### src/logic/pin_irq_pkg.sv
// constants for the external pin interrupt block
package pin_irq_pkg;
  localparam int          ADDR_W        = 4;
  localparam int          DATA_W        = 8;
  localparam int          NUM_PINS      = 6;
  // register addresses
  localparam logic [3:0]  ADDR_PRIO_B   = 4'h0;
  localparam logic [3:0]  ADDR_FLAGS    = 4'h1;
  localparam logic [3:0]  ADDR_ENABLES  = 4'h2;
  localparam logic [3:0]  ADDR_SENSE    = 4'h3;
  localparam logic [3:0]  ADDR_IRQ_STAT = 4'h4;
  localparam logic [3:0]  ADDR_IRQ_CLR  = 4'h5;
  localparam logic [3:0]  ADDR_IRQ_EN   = 4'h6;
  // priority register fields
  localparam int          PRIO_SERIAL0  = 3;
  localparam int          PRIO_SERIAL1  = 2;
  localparam int          PRIO_CONV     = 1;
  // reset value and flag mask
  localparam logic [7:0]  RESET_VALUE   = 8'h00;
  localparam logic [7:0]  FLAG_MASK     = 8'h3F;
  // summary status register layout
  localparam int          EVT_W         = 2;
  localparam int          EVT_NEW_FLAG  = 0;
  localparam int          EVT_HW_CLEAR  = 1;
endpackage

### src/logic/pin_irq_detect.sv
// external pin interrupt detection, flags, enables and priority register
`timescale 1ns/1ps
`default_nettype none
module pin_irq_detect
  import pin_irq_pkg::*;
(
  // clock and reset
  input  wire logic                            clk_sys,
  input  wire logic                            reset,
  input  wire logic                            hw_standby,
  // register port
  input  wire logic [pin_irq_pkg::ADDR_W-1:0]  reg_addr,
  input  wire logic [pin_irq_pkg::DATA_W-1:0]  reg_wdata,
  input  wire logic                            reg_wr,
  input  wire logic                            reg_rd,
  output logic      [pin_irq_pkg::DATA_W-1:0]  reg_rdata,
  // external request pins, active low
  input  wire logic [pin_irq_pkg::NUM_PINS-1:0] ext_request_pin_n,
  // interrupt arbitration side
  input  wire logic [pin_irq_pkg::NUM_PINS-1:0] pin_taken,
  output logic      [pin_irq_pkg::NUM_PINS-1:0] pin_request,
  output logic                                 serial0_level,
  output logic                                 serial1_level,
  output logic                                 converter_level,
  // summary interrupt
  output logic                                 irq
);
  import pin_irq_pkg::*;

  // ----------------------------------------------------------------
  // pin synchronisers
  // ----------------------------------------------------------------
  logic [NUM_PINS-1:0] pin_meta_ff;
  logic [NUM_PINS-1:0] pin_sync_ff;
  logic [NUM_PINS-1:0] pin_prev_ff;

  // idle level of the pins is high, so reset to ones avoids a false edge
  always_ff @(posedge clk_sys) begin
    if (reset || hw_standby) begin
      pin_meta_ff <= '1;
      pin_sync_ff <= '1;
      pin_prev_ff <= '1;
    end else begin
      pin_meta_ff <= ext_request_pin_n;
      pin_sync_ff <= pin_meta_ff;
      pin_prev_ff <= pin_sync_ff;
    end
  end

  wire [NUM_PINS-1:0] pin_low  = ~pin_sync_ff;
  wire [NUM_PINS-1:0] pin_fall = pin_prev_ff & ~pin_sync_ff;

  // ----------------------------------------------------------------
  // registers
  // ----------------------------------------------------------------
  logic [7:0]          prio_b_ff;
  logic [NUM_PINS-1:0] flags_ff;
  logic [NUM_PINS-1:0] read_one_ff;
  logic [7:0]          enables_ff;
  logic [7:0]          sense_ff;
  logic [EVT_W-1:0]    irq_stat_ff;
  logic [EVT_W-1:0]    irq_en_ff;
  logic [7:0]          rdata_ff;

  wire wr_prio   = reg_wr && (reg_addr == ADDR_PRIO_B);
  wire wr_flags  = reg_wr && (reg_addr == ADDR_FLAGS);
  wire rd_flags  = reg_rd && (reg_addr == ADDR_FLAGS);
  wire wr_enable = reg_wr && (reg_addr == ADDR_ENABLES);
  wire wr_sense  = reg_wr && (reg_addr == ADDR_SENSE);
  wire wr_iclr   = reg_wr && (reg_addr == ADDR_IRQ_CLR);
  wire wr_ien    = reg_wr && (reg_addr == ADDR_IRQ_EN);

  wire [NUM_PINS-1:0] sense_edge = sense_ff[NUM_PINS-1:0];

  // level mode sets while low; edge mode sets on a fall
  wire [NUM_PINS-1:0] flag_set =
    (~sense_edge & pin_low) | (sense_edge & pin_fall);

  // taken clears: edge mode always, level mode only with pin high
  wire [NUM_PINS-1:0] hw_clear =
    pin_taken & (sense_edge | ~pin_low);

  // a zero written where a one was read earlier clears the flag
  wire [NUM_PINS-1:0] sw_clear =
    {NUM_PINS{wr_flags}} & ~reg_wdata[NUM_PINS-1:0] & read_one_ff;

  // a new setting event wins over any clear in the same cycle
  wire [NUM_PINS-1:0] nxt_flags = (flags_ff & ~(sw_clear | hw_clear)) | flag_set;

  // read-one memory is armed by a read and dropped once the flag clears
  wire [NUM_PINS-1:0] nxt_read_one =
    rd_flags ? flags_ff : (read_one_ff & nxt_flags);

  wire [EVT_W-1:0] evt;
  assign evt[EVT_NEW_FLAG] = |(flag_set & ~flags_ff);
  assign evt[EVT_HW_CLEAR] = |(hw_clear & flags_ff);

  wire [EVT_W-1:0] nxt_irq_stat =
    (irq_stat_ff & ~({EVT_W{wr_iclr}} & reg_wdata[EVT_W-1:0])) | evt;

  always_ff @(posedge clk_sys) begin
    if (reset || hw_standby) begin
      prio_b_ff   <= RESET_VALUE;
      flags_ff    <= '0;
      read_one_ff <= '0;
      enables_ff  <= RESET_VALUE;
      sense_ff    <= RESET_VALUE;
      irq_stat_ff <= '0;
      irq_en_ff   <= '0;
    end else begin
      flags_ff    <= nxt_flags;
      read_one_ff <= nxt_read_one;
      irq_stat_ff <= nxt_irq_stat;
      if (wr_prio)   prio_b_ff  <= reg_wdata;
      if (wr_enable) enables_ff <= reg_wdata;
      if (wr_sense)  sense_ff   <= reg_wdata;
      if (wr_ien)    irq_en_ff  <= reg_wdata[EVT_W-1:0];
    end
  end

  // ----------------------------------------------------------------
  // read mux
  // ----------------------------------------------------------------
  logic [7:0] rd_mux;
  always_comb begin
    unique case (reg_addr)
      ADDR_PRIO_B:   rd_mux = prio_b_ff;
      ADDR_FLAGS:    rd_mux = {2'h0, flags_ff};
      ADDR_ENABLES:  rd_mux = enables_ff;
      ADDR_SENSE:    rd_mux = sense_ff;
      ADDR_IRQ_STAT: rd_mux = {6'h00, irq_stat_ff};
      ADDR_IRQ_EN:   rd_mux = {6'h00, irq_en_ff};
      default:       rd_mux = 8'h00;
    endcase
  end

  always_ff @(posedge clk_sys) begin
    if (reset) begin
      rdata_ff <= 8'h00;
    end else begin
      rdata_ff <= reg_rd ? rd_mux : 8'h00;
    end
  end

  // ----------------------------------------------------------------
  // outputs
  // ----------------------------------------------------------------
  // pin priorities live in the other priority register, outside this block
  assign reg_rdata       = rdata_ff;
  assign pin_request     = flags_ff & enables_ff[NUM_PINS-1:0];
  assign serial0_level   = prio_b_ff[PRIO_SERIAL0];
  assign serial1_level   = prio_b_ff[PRIO_SERIAL1];
  assign converter_level = prio_b_ff[PRIO_CONV];
  assign irq             = |(irq_stat_ff & irq_en_ff);
endmodule
`default_nettype wire

### config.mk
export PLATFORM = sky130hd
export DESIGN_NAME = pin_irq_detect
export DESIGN_NICKNAME = d
export VERILOG_FILES = /design/src/logic/pin_irq_pkg.sv /design/src/logic/pin_irq_detect.sv
export SDC_FILE = /design/constraint.sdc
export NUM_CORES = 1
export LEC_CHECK = 0
export ABC_AREA = 1
export BUFFER_PORTS_ARGS = -buffer_cell sky130_fd_sc_hd__buf_2
export CORE_MARGIN = 2
export CORE_UTILIZATION = 50
export CTS_CLUSTER_SIZE = 28
export DETAILED_ROUTE_END_ITERATION = 8
export GPL_ROUTABILITY_DRIVEN = 0
export PLACE_DENSITY = 0.75
export SYNTH_ARGS = -nofsm -noshare
export SYNTH_HDL_FRONTEND = slang
export SYNTH_SLANG_ARGS = --single-unit
### constraint.sdc
create_clock -name clk_sys -period 0.8 [get_ports clk_sys]
set_input_delay 0.04 -clock clk_sys [delete_from_list [all_inputs] [get_ports clk_sys]]
set_output_delay 0.04 -clock clk_sys [all_outputs]
set_load 0.02 [all_outputs]
# --- Yosys cells after proc, flatten, opt, wreduce, memory -nomap -nowiden ---
# Index checks and enable logic that the tools add are counted.
word_totals:
  output_inout_bits: 18
  ff_bits: 66
classes:
  mux: 2
  bitwise_logic: 27
  n_eq_ne: 6
  reduce_logical: 13
op_table:
  columns: ["cell", "n"]
  rows:
  - ["$and A6 B6 Y6", 11]
  - ["$pmux W8 S6", 1]
  - ["$not A6 Y6", 6]
  - ["$or A6 B6 Y6", 4]
  - ["$eq A4 B3 Y1 const B", 3]
  - ["$reduce_or A6 Y1", 2]
  - ["$eq A4 B2 Y1 const B", 2]
  - ["$logic_and A1 B1 Y1", 7]
  - ["$and A2 B2 Y2", 3]
  - ["$mux W6", 1]
  - ["$eq A4 B1 Y1 const B", 1]
  - ["$logic_not A4 Y1", 1]
  - ["$reduce_or A2 Y1", 2]
  - ["$not A2 Y2", 1]
  - ["$or A2 B2 Y2", 1]
  - ["$logic_or A1 B1 Y1", 1]
  - ["$not A1 Y1", 1]

# --- Depth between registers and ports, before layout ---
depth:
  ltp_word: 10
  depth_mapped: 9
  depth_no_buf: 9

# --- Worst setup path after synthesis ---
# No wires, ideal clock.
synth_path:
  path_type: "flip-flop to flip-flop"
  start: "register pin_sync_ff[3]"
  end: "register irq_stat_ff[0]"
  arrival_ns: 0.805
  period_less_slack_ns: 0.915
  t_required_ns: 0.690
  stages_incl_launch_ff: 10
  slack_ns: -0.115
  setup_ns: 0.110
  path_cell_list: "dfxtp_1 -> inv_1 -> nand2_1 -> nand2_1 -> nand2_1 -> nand2_1 -> nor2_1 -> nand3_1 -> nand2_1 -> inv_1"
synth_via:
  elab_chain_cells: 7
synth_lines:
  columns: ["item", "line_no", "source"]
  rows:
  - ["start, declared", "pin_irq_detect.sv:34", "logic [NUM_PINS-1:0] pin_sync_ff;"]
  - ["start signal, assigned", "pin_irq_detect.sv:45", "pin_sync_ff <= pin_meta_ff;"]
  - ["$not A6 Y6 (*)", "pin_irq_detect.sv:50, pin_irq_detect.sv:51", null]
  - ["$and A6 B6 Y6", "pin_irq_detect.sv:51", "wire [NUM_PINS-1:0] pin_fall = pin_prev_ff & ~pin_sync_ff;"]
  - ["$and A6 B6 Y6", "pin_irq_detect.sv:77", "(~sense_edge & pin_low) | (sense_edge & pin_fall);"]
  - ["$or A6 B6 Y6 (*)", "pin_irq_detect.sv:77", null]
  - ["$and A6 B6 Y6 (*)", "pin_irq_detect.sv:95", "assign evt[EVT_NEW_FLAG] = |(flag_set & ~flags_ff);"]
  - ["$reduce_or A6 Y1 (*)", "pin_irq_detect.sv:95", null]
  - ["$or A2 B2 Y2 (*)", "pin_irq_detect.sv:99", "(irq_stat_ff & ~({EVT_W{wr_iclr}} & reg_wdata[EVT_W-1:0])) | evt;"]
  - ["end signal, assigned", "pin_irq_detect.sv:113", "irq_stat_ff <= nxt_irq_stat;"]
  - ["end, declared", "pin_irq_detect.sv:61", "logic [EVT_W-1:0] irq_stat_ff;"]
# Mark *: on every way between the ends. The rest lies on a longest branch, timed or not.
# A chain may end at the register's enable or synchronous reset.

# --- Worst setup path after layout ---
layout_path:
  start: "register irq_stat_ff[1]"
  end: "output port irq"
layout_via:
  elab_chain_cells: 2
layout_lines:
  columns: ["item", "line_no", "source"]
  rows:
  - ["$and A2 B2 Y2", "pin_irq_detect.sv:154", "assign irq = |(irq_stat_ff & irq_en_ff);"]
  - ["$reduce_or A2 Y1", "pin_irq_detect.sv:154", null]
  - ["end, declared", "pin_irq_detect.sv:26", "output logic irq"]
# Every way passes these cells.

==> qor.csv <==
stage;metric;value;unit
worst_setup_path;reg2reg_slack;-0.24;ns
worst_hold_path;hold_start;reg_wdata[5];
floorplanning;start_util;51.6;%
route;ant_nets;0;
route;vias;2941;
power;powerDensity;1660;nW/um2
route;wl;8480;um
layout;n_antenna_cell;0;
synth;synth_adder_area_share;0;%
route;first_pass_iters;5;
synth;synth_warnings;0;
global_routing;grt_max_degree;36;
synth;ys_ff_latch;66;
sta;period_share;145;%
synth;syn_inst;376;
sta;final-hold-violation-count;0;
layout;areaGrowthSynthToFinish;50.0;%
placement;place_area;3460;um2
clocking;cts_buffers;9;
floorplanning;design.die.area;6270;um2
worst_setup_path;timing.rr.start;sense_ff[5]$_SDFFE_PP0P_;
worst_setup_path;start_kind;register;
synth;synth.avg_cell_area;7.52;um2
sta;timing.final.max_slew_violations;0;
worst_setup_path;path_class;reg -> out;
global_routing;grt_overflow;0;
synth;synth-compound-area-share;19.5;%
layout;fill_cells;371;
global_routing;first_global_vias;2771;
global_routing;grt_first_pass_wirelength;13100;um
layout;multi_input_comb_area;1360;um2
placement;hpwl;5020;um
power;ir_drop;2010;uV
sta;rsz0062_at_grt;yes;
clocking;ctsHtreeMaxLevel;3;
clocking;cts_tree;built;
clocking;clock_sinks;66;
clocking;clockRootBuffer;clkbuf_8;
floorplanning;die-height;79.2;um
synth;synth_top_cells_by_area;dfxtp_1 (47%), inv_1 (8.8%), nand2_1 (8.5%);
synth;synth_top_area_share;46.7;%
power;leakage;1.85;nW
worst_hold_path;worstHoldPathType;in -> reg;
synth;seq_area_frac_synth;46.7;%
sta;fmax;860;MHz
sta;worst_pin_slew;0.370;ns
route;post-route-drc-count;0;
floorplanning;die_w;79.2;um
route;vias_per_cell;5.26;
clocking;clockBufferDepth;2;
worst_setup_path;cp.required;0.76;ns
power;p_total;7.05;mW
sta;final-setup-viol-count;36;
layout;fin_area;4240;um2
status;violations;negative setup slack;
sta;clock_skew;0.00935;ns
floorplanning;num_rows;27;
synth;syn_area;2830;um2
layout;drive_gt1_share;47.2;%
worst_setup_path;reg2regPathDepth;7;
global_routing;grt_usage;27.3;%
sta;setup_tns;-5.00;ns
route;wire_per_inst;15.2;um
worst_setup_path;r2r-end;irq_stat_ff[0]$_SDFF_PP0_;
status;outcome;finished with violations;
synth;yosysTopAreaCell;dfxtp_1;
sta;min_period;1.16;ns
synth;yosysUniqueCellTypes;27;
layout;nNetsFinal;511;
worst_hold_path;holdPathStages;3;
sta;setup_slack;-0.363;ns
worst_setup_path;crit_arrival;1.12;ns
synth;syn_nets;405;
layout;seq_area;1360;um2
synth;synthSimpleGateAreaFrac;22.0;%
worst_setup_path;end_kind;output port;
layout;final_util;77.5;%
floorplanning;core_area;5470;um2
synth;synth_xor_area_share;0;%
global_routing;antenna_found_initial;0;
worst_setup_path;critPathMaxFanout;3;
route;drtIter0Drc;265;
floorplanning;io_pins;47;
clocking;path_clk_slew;0.07;ns
placement;io_buffers;46;
sta;max_slew_margin;75.3;%
worst_hold_path;min_to;sense_ff[5]$_SDFFE_PP0P_;
synth;synthMuxAreaShare;0;%
flow_run;cap_viol_max_count;0;
clocking;clkLatencyLatePin;0.35;ns
placement;post-place-ws;-0.306;ns
synth;synth_top_family_by_area;simple AND/OR/NAND/NOR gates;
power breakdown:
group / internal (mW) / leakage, nW / switching (mW)
registers: 3.32 / 0.547 / 0.0199
clock network: 1.83 / 0.109 / 1.30
logic: 0.254 / 1.20 / 0.329
total: 5.40 / 1.85 / 1.65
worst max-delay path by stage:
| stage | from | endpoint |
|---|---|---|
| 2_1_floorplan | sense_ff[0]$_SDFFE_PP0P_ | irq_stat_ff[0]$_SDFF_PP0_ |
| 3_5_place_dp | reg_addr[1] | read_one_ff[0]$_SDFF_PP0_ |
| 3_3_place_gp | reg_addr[1] | read_one_ff[5]$_SDFF_PP0_ |
| 4_1_cts | flags_ff[2]$_SDFF_PP0_ | pin_request[2] |
| 6_report | irq_stat_ff[1]$_SDFF_PP0_ | irq |
| 5_1_grt | irq_stat_ff[1]$_SDFF_PP0_ | irq |
worst max-delay path, cell delays in order, from the launching register on:
cell,delay (ns)
dfxtp_1,0.41
a22o_1,0.22
buf_6,0.14
cell usage after synthesis:
cell type and instances:
a21oi_1 43, inv_2 1, o21ai_1 5, buf_6 3
nand2_4 3, inv_1 66, clkbuf_1 5, nand2_1 64
buf_4 2, nand3_2 2, nor2_4 5, o211ai_1 3
nor3_1 1, o22ai_1 10, inv_4 2, nand2_2 1
or2_2 14, nand3_1 15, a22o_1 1, nor2_2 1
dfxtp_1 66, and2_1 1, o221ai_1 2, nor2_1 23
o21ai_0 32, o21ai_2 1, o21a_1 4
cells by family after synthesis:
family                 after synthesis
AO/OA/AOI/OAI                      101
buffers and inverters               79
flip-flops                          66
AND/OR/NAND/NOR                    130
cell usage in the layout (no fill, tap or decap), types with 2 or more instances in the layout:
master and count:
a21oi_1 32, a21oi_2 11, buf_12 4, buf_2 28, buf_4 25, buf_6 38
bufinv_16 2, clkbuf_8 10, clkinv_2 2, dfxtp_1 35, dfxtp_2 30, dlygate4sd3_1 10
inv_1 47, inv_2 18, inv_4 4, nand2_1 49, nand2_2 12, nand2_4 7
nand3_1 15, nand3_2 2, nor2_1 21, nor2_2 2, nor2_4 6, o211ai_1 3
o21a_1 4, o21ai_0 26, o21ai_1 8, o21ai_2 3, o221ai_1 2, o22ai_1 2
o22ai_2 7, or2_2 14
repair_timing:
item	in CTS	in global routing
setup buffers	6	4
endpoints found under the setup margin	38	39
resized for setup	117	38
endpoints found under the hold margin	12	0
pin swaps	30	20
hold buffers	10	0
stage by stage:
step / std cells / hold WS, ns
6_report: 559 / 0.0109
5_1_grt: 559 / 0.0241
4_1_cts: 557 / 0.00359
3_5_place_dp: 526 / 0.228
3_3_place_gp: 526 / 0.225
2_1_floorplan: 376 / 0.147
cell type report:
type	count	share of cell area (%)
Sequential cell	66	32.1
Timing Repair Buffer	105	22.1
Tap cell	72	2.12
Clock inverter	5	1.83
Multi-Input combinational cell	231	32.2
Inverter	69	6.34
Clock buffer	11	3.33
metal layers:
metal | vias to the layer above | wire [um] | global-route usage, %
met5 | - | 0 | 0
met4 | 0 | 208 | 14.0
met3 | 22 | 553 | 4.43
met2 | 127 | 4220 | 45.3
met1 | 1381 | 3500 | 34.3
li1 | 1411 | - | -
flip-flops by register name, indices dropped and copies added (netlist names), 6 cells and up:
| name | count |
|---|---|
| prio_b_ff | 8 |
| reg_rdata | 8 |
| pin_meta_ff | 6 |
| pin_sync_ff | 6 |
| flags_ff | 6 |
| pin_prev_ff | 6 |
| sense_ff | 8 |
| enables_ff | 8 |
| read_one_ff | 6 |
No activity file was read; power rests on OpenSTA's default activity.
